$ cat src/design/rrd_pkg.sv
package rrd_pkg;

    // Reset domains of the covered register file.
    typedef struct packed {
        logic touchLive;
        logic touchCal;
        logic touchCalAdc;
        logic touchPitch;
        logic keypad;
        logic powerFirst;
        logic powerSecond;
        logic lamp;
        logic frontLight;
        logic resetCtrl;
        logic infrared;
        logic serialRom;
        logic volume;
        logic combinedStatus;
    } rrd_strobes_s;

    // Action taken by one register group.
    typedef enum logic [1:0] {
        RRD_HOLD = 2'h0,
        RRD_INIT = 2'h1,
        RRD_ZERO = 2'h3
    } rrd_action_e;

    // Detected condition, Gray coded along the usual path.
    typedef enum logic [2:0] {
        RRD_COND_NONE = 3'h0,
        RRD_COND_A = 3'h1,
        RRD_COND_B = 3'h3,
        RRD_COND_D = 3'h2,
        RRD_COND_C = 3'h6
    } rrd_cond_e;

    localparam logic [7:0] RRD_ZERO_VALUE = 8'h00;
    localparam int RRD_SYNC_STAGES = 3;
    localparam logic [2:0] RRD_SYNC_INIT = 3'h0;

endpackage

$ cat src/design/rrd_pin_sync.sv
module rrd_pin_sync
#(
    parameter logic IDLE_LEVEL = 1'h0
)
(
    // Clock and reset
    input wire logic core_clk,
    input wire logic rst_n,
    // Pin and clean level
    input wire logic pinIn,
    output logic level
);

    logic [rrd_pkg::RRD_SYNC_STAGES-1:0] stages;

    // Only the second and third stages are compared, so metastability in the first never reaches the output.
    // Stages reset to the pin's idle level, so release of reset does not look like a press.
    always_ff @(posedge core_clk)
    begin
        if (!rst_n)
            stages <= {rrd_pkg::RRD_SYNC_STAGES{IDLE_LEVEL}};
        else
            stages <= {stages[1:0], pinIn};
    end

    always_ff @(posedge core_clk)
    begin
        if (!rst_n)
            level <= IDLE_LEVEL;
        else if (stages[1] == stages[2])
            level <= stages[2];
    end

endmodule

$ cat src/design/rrd_reset_domain_ctrl.sv
module rrd_reset_domain_ctrl
(
    // Clock and reset
    input wire logic core_clk,
    input wire logic rst_n,
    // Reset sources
    input wire logic powerOnDetect,
    input wire logic hardResetSwitch_n,
    input wire logic resetSwitch_n,
    // Control bits from the register file
    input wire logic softResetBit,
    input wire logic switchResetEnable,
    input wire logic sysPowerWrite,
    input wire logic sysPowerOnBit,
    // Per-register reset strobes
    output rrd_pkg::rrd_strobes_s initStrobe,
    output rrd_pkg::rrd_strobes_s zeroStrobe,
    // Last condition taken
    output rrd_pkg::rrd_cond_e lastCond
);

    logic powerOnLevel;
    logic hardLevel_n;
    logic switchLevel_n;
    logic powerOnPrev;
    logic hardPrev_n;
    logic switchPrev_n;
    logic powerOnEdge;
    logic hardEdge;
    logic switchEdge;
    logic condA;
    logic condB;
    logic condC;
    logic condD;
    rrd_pkg::rrd_cond_e next_cond;
    rrd_pkg::rrd_strobes_s next_init;
    rrd_pkg::rrd_strobes_s next_zero;

    // Pins arrive from outside the clock domain.
    rrd_pin_sync powerSync
    (
        .core_clk(core_clk),
        .rst_n(rst_n),
        .pinIn(powerOnDetect),
        .level(powerOnLevel)
    );

    rrd_pin_sync
    #(
        .IDLE_LEVEL(1'h1)
    )
    hardSync
    (
        .core_clk(core_clk),
        .rst_n(rst_n),
        .pinIn(hardResetSwitch_n),
        .level(hardLevel_n)
    );

    rrd_pin_sync
    #(
        .IDLE_LEVEL(1'h1)
    )
    switchSync
    (
        .core_clk(core_clk),
        .rst_n(rst_n),
        .pinIn(resetSwitch_n),
        .level(switchLevel_n)
    );

    // Previous levels start as idle so a switch held through reset fires once after release.
    always_ff @(posedge core_clk)
    begin
        if (!rst_n)
        begin
            powerOnPrev <= 1'b0;
            hardPrev_n <= 1'b1;
            switchPrev_n <= 1'b1;
        end
        else
        begin
            powerOnPrev <= powerOnLevel;
            hardPrev_n <= hardLevel_n;
            switchPrev_n <= switchLevel_n;
        end
    end

    assign powerOnEdge = powerOnLevel && !powerOnPrev;
    assign hardEdge = !hardLevel_n && hardPrev_n;
    assign switchEdge = !switchLevel_n && switchPrev_n;

    assign condA = powerOnEdge || hardEdge;
    assign condB = powerOnEdge || softResetBit || (switchEdge && switchResetEnable);
    assign condC = switchEdge && !switchResetEnable;
    assign condD = sysPowerWrite && !sysPowerOnBit;

    // Choose the most extensive condition present this cycle.
    always_comb
    begin
        if (condA)
            next_cond = rrd_pkg::RRD_COND_A;
        else if (condB)
            next_cond = rrd_pkg::RRD_COND_B;
        else if (condD)
            next_cond = rrd_pkg::RRD_COND_D;
        else if (condC)
            next_cond = rrd_pkg::RRD_COND_C;
        else
            next_cond = rrd_pkg::RRD_COND_NONE;
    end

    // B and D never coincide with A in effect, but D alone must still zero its registers even when B is absent.
    always_comb
    begin
        next_init = '0;
        next_zero = '0;
        case (next_cond)
            rrd_pkg::RRD_COND_A:
            begin
                next_init = '1;
            end
            rrd_pkg::RRD_COND_B:
            begin
                next_init = '1;
                next_init.touchCal = 1'b0;
                next_init.touchCalAdc = 1'b0;
                next_init.touchPitch = 1'b0;
            end
            rrd_pkg::RRD_COND_D:
            begin
                next_init = '1;
                next_init.touchCal = 1'b0;
                next_init.touchCalAdc = 1'b0;
                next_init.touchPitch = 1'b0;
                next_init.powerFirst = 1'b0;
                next_init.lamp = 1'b0;
                next_init.frontLight = 1'b0;
                next_zero.powerFirst = 1'b1;
                next_zero.lamp = 1'b1;
                next_zero.frontLight = 1'b1;
            end
            rrd_pkg::RRD_COND_C:
            begin
                next_init = '0;
            end
            default:
            begin
                next_init = '0;
            end
        endcase
    end

    // Strobes last as long as their condition (one cycle for a pin edge) and are registered so the register file sees clean levels.
    always_ff @(posedge core_clk)
    begin
        if (!rst_n)
        begin
            initStrobe <= '0;
            zeroStrobe <= '0;
        end
        else
        begin
            initStrobe <= next_init;
            zeroStrobe <= next_zero;
        end
    end

    always_ff @(posedge core_clk)
    begin
        if (!rst_n)
            lastCond <= rrd_pkg::RRD_COND_NONE;
        else if (next_cond != rrd_pkg::RRD_COND_NONE)
            lastCond <= next_cond;
    end

endmodule

$ cat config.mk
export PLATFORM = sky130hd
export DESIGN_NAME = rrd_reset_domain_ctrl
export DESIGN_NICKNAME = d
export VERILOG_FILES = /design/src/design/rrd_pkg.sv /design/src/design/rrd_pin_sync.sv /design/src/design/rrd_reset_domain_ctrl.sv
export SDC_FILE = /design/constraint.sdc
export NUM_CORES = 1
export LEC_CHECK = 0
export BUFFER_PORTS_ARGS = -buffer_cell sky130_fd_sc_hd__buf_2
export CORE_MARGIN = 2
export CORE_UTILIZATION = 44
export DETAILED_ROUTE_END_ITERATION = 10
export PLACE_DENSITY = 0.76
export SLEW_MARGIN = 10
export SYNTH_ARGS = -nofsm -noshare
export SYNTH_HDL_FRONTEND = slang
export SYNTH_SLANG_ARGS = --single-unit
$ cat constraint.sdc
create_clock -name core_clk -period 1.15 [get_ports core_clk]
set_input_delay 0.23 -clock core_clk [delete_from_list [all_inputs] [get_ports core_clk]]
set_output_delay 0.23 -clock core_clk [all_outputs]
set_load 0.01 [all_outputs]
==> metrics.yaml, run 1 <==
die:
  die_y_microns: 48.7
  die_w_microns: 48.7
  die-area_sq_um: 2370
  start_util_pct: 45.8
  row_count: 16
  coreArea_sq_um: 1920
  ioPinCount: 40
power:
  p_leak_nw: 0.452
  power_frac_seq_pct: 60.1
  netSwitchingFraction_pct: 22.6
  p_clk_share_pct: 30.9
  cellInternalPower_mw: 1.03
  power_density_nw_per_um2: 1410
  p_comb_share_pct: 9.0
  peakVddDrop_mv: 0.693
  power.switching_mw: 0.300
run_status:
  status: "finished clean"
clock_network:
  path_clk_slew_ns: 0.11
  cts_tree: "done"
  cts_htree_levels: 1
  clock_path_buffers: 2
  clock_latency_ns: 0.30
  cts_hold_buffers: 0
  root_buffer: "clkbuf_4"
  numCtsBuffers: 3
  postCtsSetupBuffers: 0
  cts_sinks: 22
worst_setup_path:
  critical_path.slowest_cell: "dfxtp_1"
  start_kind: "flop"
  worstSetupPathType: "reg2reg"
  cp_data_required_time_ns: 1.40
  path_max_fanout: 5
  cp_slowest_stage_delay_ns: 0.37
  reg2reg_slack_ns: 0.09
  endpoint_kind: "flop"
  critical_path_arrival_ns: 1.31
  cp_cell_sequence: "nand2b_1 > and4b_4 > and4b_1"
global_routing:
  overflow: 0
  antenna_found_initial: 0
  track_usage_pct: 10.5
  grt_pass1_wl_microns: 1870
  grt_start_max_net_pins: 23
  grt_pass1_vias: 436
final_layout:
  regArea_sq_um: 442
  drive_gt1_share_pct: 32.7
  nNetsFinal: 114
  n_antenna_cell: 0
  area_delta_synth_final_pct: 6.97
  multi_input_area_sq_um: 285
  fill_cells: 191
synth:
  syn_avg_cell_area_sq_um: 10.0
  synth.ff_latch_count: 22
  seq_area_frac_synth_pct: 50.1
  netlist_instances: 88
  netlist_area_sq_um: 880
  synth_warnings: 0
  yosysUniqueCellTypes: 21
detailed_routing:
  wl_per_cell_microns: 9.37
  antenna_left: 0
  num_vias: 573
  viasPerCell: 4.37
  drt_iter0_markers: 4
  drt_first_pass_iters: 4
  routed_wl_microns: 1230
  drc: 0
timing:
  finClkSkew_ns: 0.00509
  setup_viol: 0
  finalMaxSlewViolations: 0
  hold_slack_ns: 0.0967
  min_period_ns: 1.06
  rsz0062_at_grt: "false"
  hold_viol: 0
  fin_setup_tns_ns: 0
  fin_crit_sh_pct: 92.5
  clock.fmax_ghz: 0.940
placed_design:
  place_hpwl_microns: 939
  place.gp.congestion: 0.677
  port_buffers: 28
run:
  drv_cap: 0
worst_hold_path:
  hp-class: "in2reg"
==> cells in the mapped netlist, drive strengths merged <==
cell,number,area share [%]
o21ai,3,1.7
nand2b,10,7.1
o2111a,1,1.3
a31oi,1,0.71
nand3b,2,1.7
nor2,2,0.85
inv,1,0.43
nand3,1,0.57
a21boi,4,3.4
clkbuf,2,0.85
and4b,2,2.7
conb,1,0.43
and2,4,2.8
nand2,2,0.85
nor2b,2,1.4
nor3b,1,0.85
dfxtp,22,50
a21oi,3,1.7
buf,24,20
==> registers in the layout, summed over array words and instances, names as in the netlist, 3 cells and up <==
signal and flops:
switchSync.stages 3, powerSync.stages 3, initStrobe 3, lastCond 3
hardSync.stages 3
==> kinds of logic (layout without fill, tap and decap cells) <==
group / count (synthesis) / in the layout / synth area share (%)
other: 1 / 11 / 0.426
AND/OR/NAND/NOR: 26 / 26 / 18.9
buffers and inverters: 27 / 33 / 21.8
AO/OA/AOI/OAI: 12 / 12 / 8.82
flip-flops: 22 / 22 / 50.1
==> stage by stage <==
stage,instance area (sq um),power [mW],setup WS [ns],std cells,utilization [%]
6_report,941,1.33,0.0866,131,49.0
5_1_grt,941,1.39,0.0251,131,49.0
4_1_cts,940,1.35,0.0119,131,48.9
3_5_place_dp,903,0.937,0.125,127,47.0
3_3_place_gp,903,0.933,0.167,127,47.0
2_1_floorplan,917,0.942,0.190,98,-
==> layout by cell type (no fill, tap or decap) <==
master	count
inv_1	1
a21oi_1	3
dfxtp_2	1
o21ai_0	3
nand3b_1	2
nor3b_1	1
nand2b_1	10
and2_1	4
nor2_1	2
dfxtp_1	21
nand2_1	2
o2111a_1	1
clkbuf_4	3
a31oi_1	1
a21boi_1	2
nor2b_1	2
a21boi_0	2
and4b_1	1
clkbuf_8	1
nand3_1	1
buf_2	28
conb_1	11
and4b_4	1
==> layer usage <==
| layer | global-route usage, % | wire length [microns] | vias to the layer above |
|---|---|---|---|
| met5 | 0 | 0 | - |
| met2 | 16.9 | 594 | 32 |
| met3 | 3.09 | 101 | 4 |
| li1 | - | - | 281 |
| met4 | 8.57 | 25 | 0 |
| met1 | 11.5 | 506 | 256 |
==> power groups by stage <==
stage,Combinational (mW),Clock [mW],Sequential [mW]
floorplan,0.121,0,0.820
global placement,0.118,0,0.815
detailed placement,0.121,0,0.817
CTS,0.120,0.428,0.799
global route,0.131,0.453,0.803
finish,0.120,0.411,0.799
==> timing repair <==
item | in CTS | in global routing
endpoints found under the setup margin | 0 | 8
resized for setup | 0 | 1
hold endpoints to repair | 0 | 0
==> layout make-up <==
class | instances | share of cell area, %
clock buffers | 4 | 3.86
inverters | 1 | 0.399
multi-input cells | 49 | 30.3
flip-flops and latches | 22 | 46.9
well taps | 27 | 3.59
repair buffers | 28 | 14.9
==> worst max-delay path: cells and delay by family (launching register included) <==
family	cells	cell delay (ns)
and+or+nand+nor	3	0.63
DFF	1	0.37
==> path summary, 6_finish.rpt <==
path                                                 startpoint                         endpoint  cells past startpoint
worst min-delay path                          hardResetSwitch_n    hardSync.stages[0]$_SDFF_PN1_                      2
worst max-delay path                hardSync.level$_SDFFE_PN1N_         zeroStrobe[8]$_SDFF_PN0_                      3
worst max register to register      hardSync.level$_SDFFE_PN1N_         zeroStrobe[8]$_SDFF_PN0_                      3
worst min register to register  switchSync.stages[0]$_SDFF_PN1_  switchSync.stages[1]$_SDFF_PN1_                      1
(Power assumes the default switching activity.)
==> run 2, diff against run 1 <==
Settings changed: CORE_ASPECT_RATIO from default to 0.9, CORE_UTILIZATION 44 to 48, PLACE_DENSITY 0.76 to 0.82.
Clock period 1.15 ns to 1.36 ns, I/O delays scaled along.
==> run 2 against run 1 <==
- critical path depth fell by 2
- non-clock buffer count did not move
- die area fell by 7.6%
- clock skew rose by 0.0039 ns
- register-to-register slack improved by 0.19 ns
- final area rose by 1.2%
- hold slack improved by 0.038 ns
- wire length fell by 0.24%
- critical path type is now reg2out
- highest routed layer unchanged
==> metrics.yaml, run 2 (synthesis results as in run 1) <==
clock_network:
  path_clk_slew_ns: 0.12
  cts_hold_buffers: 0
  clock_path_buffers: 2
  root_buffer: "clkbuf_4"
  postCtsSetupBuffers: 0
  clock_latency_ns: 0.31
  numCtsBuffers: 3
  cts_sinks: 22
  cts_htree_levels: 1
  cts_tree: "done"
  cts_resized: 0
detailed_routing:
  antenna_left: 0
  wl_per_cell_microns: 9.57
  drt_iter0_markers: 6
  drc: 0
  routed_wl_microns: 1230
  num_vias: 563
  drt_first_pass_iters: 4
  viasPerCell: 4.40
final_layout:
  nNetsFinal: 114
  final_cell_mix: "buf_2 (28), dfxtp_1 (22), conb_1 (11), nand2b_1 (10), and2_1 (4)"
  area_delta_synth_final_pct: 8.25
  n_antenna_cell: 0
  fin_cells: 128
  final_common_cell: "buf_2"
  design_area_sq_um: 952
  drive_gt1_share_pct: 31.7
power:
  power_density_nw_per_um2: 1330
  p_leak_nw: 0.459
  peakVddDrop_mv: 1.43
  total_power_mw: 1.27
timing:
  fin_crit_sh_pct: 84.5
  finalMaxSlewViolations: 0
  hold_viol: 0
  finClkSkew_ns: 0.00901
  setup_viol: 0
  min_period_ns: 1.15
  worst_slack_ns: 0.211
  fin_setup_tns_ns: 0
  clock.fmax_ghz: 0.870
  rsz0062_at_grt: "false"
worst_hold_path:
  hp-class: "in2reg"
  hold_end: "hardSync.stages[0]$_SDFF_PN1_"
  hold_start: "hardResetSwitch_n"
  hold_depth: 2
placed_design:
  pre_cts_ws_ns: 0.323
  place_hpwl_microns: 908
  dpl_cell_area_sq_um: 900
  place.gp.congestion: 0.719
  placed_cells: 124
  port_buffers: 28
die:
  row_count: 14
  die-area_sq_um: 2190
  die_y_microns: 44.6
  die_w_microns: 49.1
  coreArea_sq_um: 1700
  start_util_pct: 51.8
  ioPinCount: 40
worst_setup_path:
  r2r-start: "hardSync.level$_SDFFE_PN1N_"
  crit_family: "flip-flops"
  critical_path_arrival_ns: 0.88
  ff2ff_path_depth: 3
  r2r-end: "zeroStrobe[8]$_SDFF_PN0_"
  crit_cells: 1
  cp_cell_sequence: "buf_2"
  cp_slowest_stage_delay_ns: 0.42
  worstSetupPathType: "reg2out"
  start_kind: "flop"
  cp_data_required_time_ns: 1.09
  endpoint_kind: "primary output"
  critical_path.slowest_cell: "dfxtp_1"
  reg2reg_slack_ns: 0.28
  path_max_fanout: 8
  critPathBufInv: 1
run:
  drv_cap: 0
global_routing:
  grt_pass1_vias: 419
  grt_pass1_wl_microns: 1810
  grt_start_max_net_pins: 23
  overflow: 0
  antenna_found_initial: 0
  track_usage_pct: 11.5
run_status:
  status: "finished clean"
-- run 2: worst max path at each step --
stage	from	to	slack [ns]
global placement	switchSync.level$_SDFFE_PN1N_	zeroStrobe[8]$_SDFF_PN0_	0.37
global route	initStrobe[13]$_SDFF_PN0_	initStrobe[7]	0.13
floorplan	switchSync.level$_SDFFE_PN1N_	zeroStrobe[8]$_SDFF_PN0_	0.40
finish	initStrobe[13]$_SDFF_PN0_	initStrobe[9]	0.21
CTS	initStrobe[13]$_SDFF_PN0_	initStrobe[9]	0.18
detailed placement	hardSync.level$_SDFFE_PN1N_	zeroStrobe[8]$_SDFF_PN0_	0.32
-- run 2: power by group --
group	internal, mW	switching, mW
registers	0.665	0.0103
logic	0.0428	0.0587
clock network	0.298	0.191
-- run 2: metrics by stage --
stage | utilization [%] | hold WS, ns
detailed placement | 52.9 | 0.395
global route | 56.0 | 0.116
global placement | 52.9 | 0.390
finish | 56.0 | 0.134
floorplan | - | 0.345
CTS | 56.0 | 0.124
-- run 2: per-layer routing --
layer / up-vias / part of all wire, % / track usage [%] / wire (microns)
li1: 281 / - / - / -
met1: 248 / 44 / 13.1 / 541
met2: 32 / 45 / 17.6 / 555
met3: 2 / 9.5 / 4.73 / 116
met4: 0 / 0.98 / 8.57 / 12
met5: - / 0 / 0 / 0
-- run 2: layout make-up --
class | count | area [sq um]
Clock inverter | 1 | 30.0
Inverter | 1 | 3.75
Clock buffer | 3 | 22.5
Tap cell | 24 | 30.0
Multi-Input combinational cell | 49 | 285
Timing Repair Buffer | 28 | 140
Sequential cell | 22 | 440
Fill cell | 152 | 747
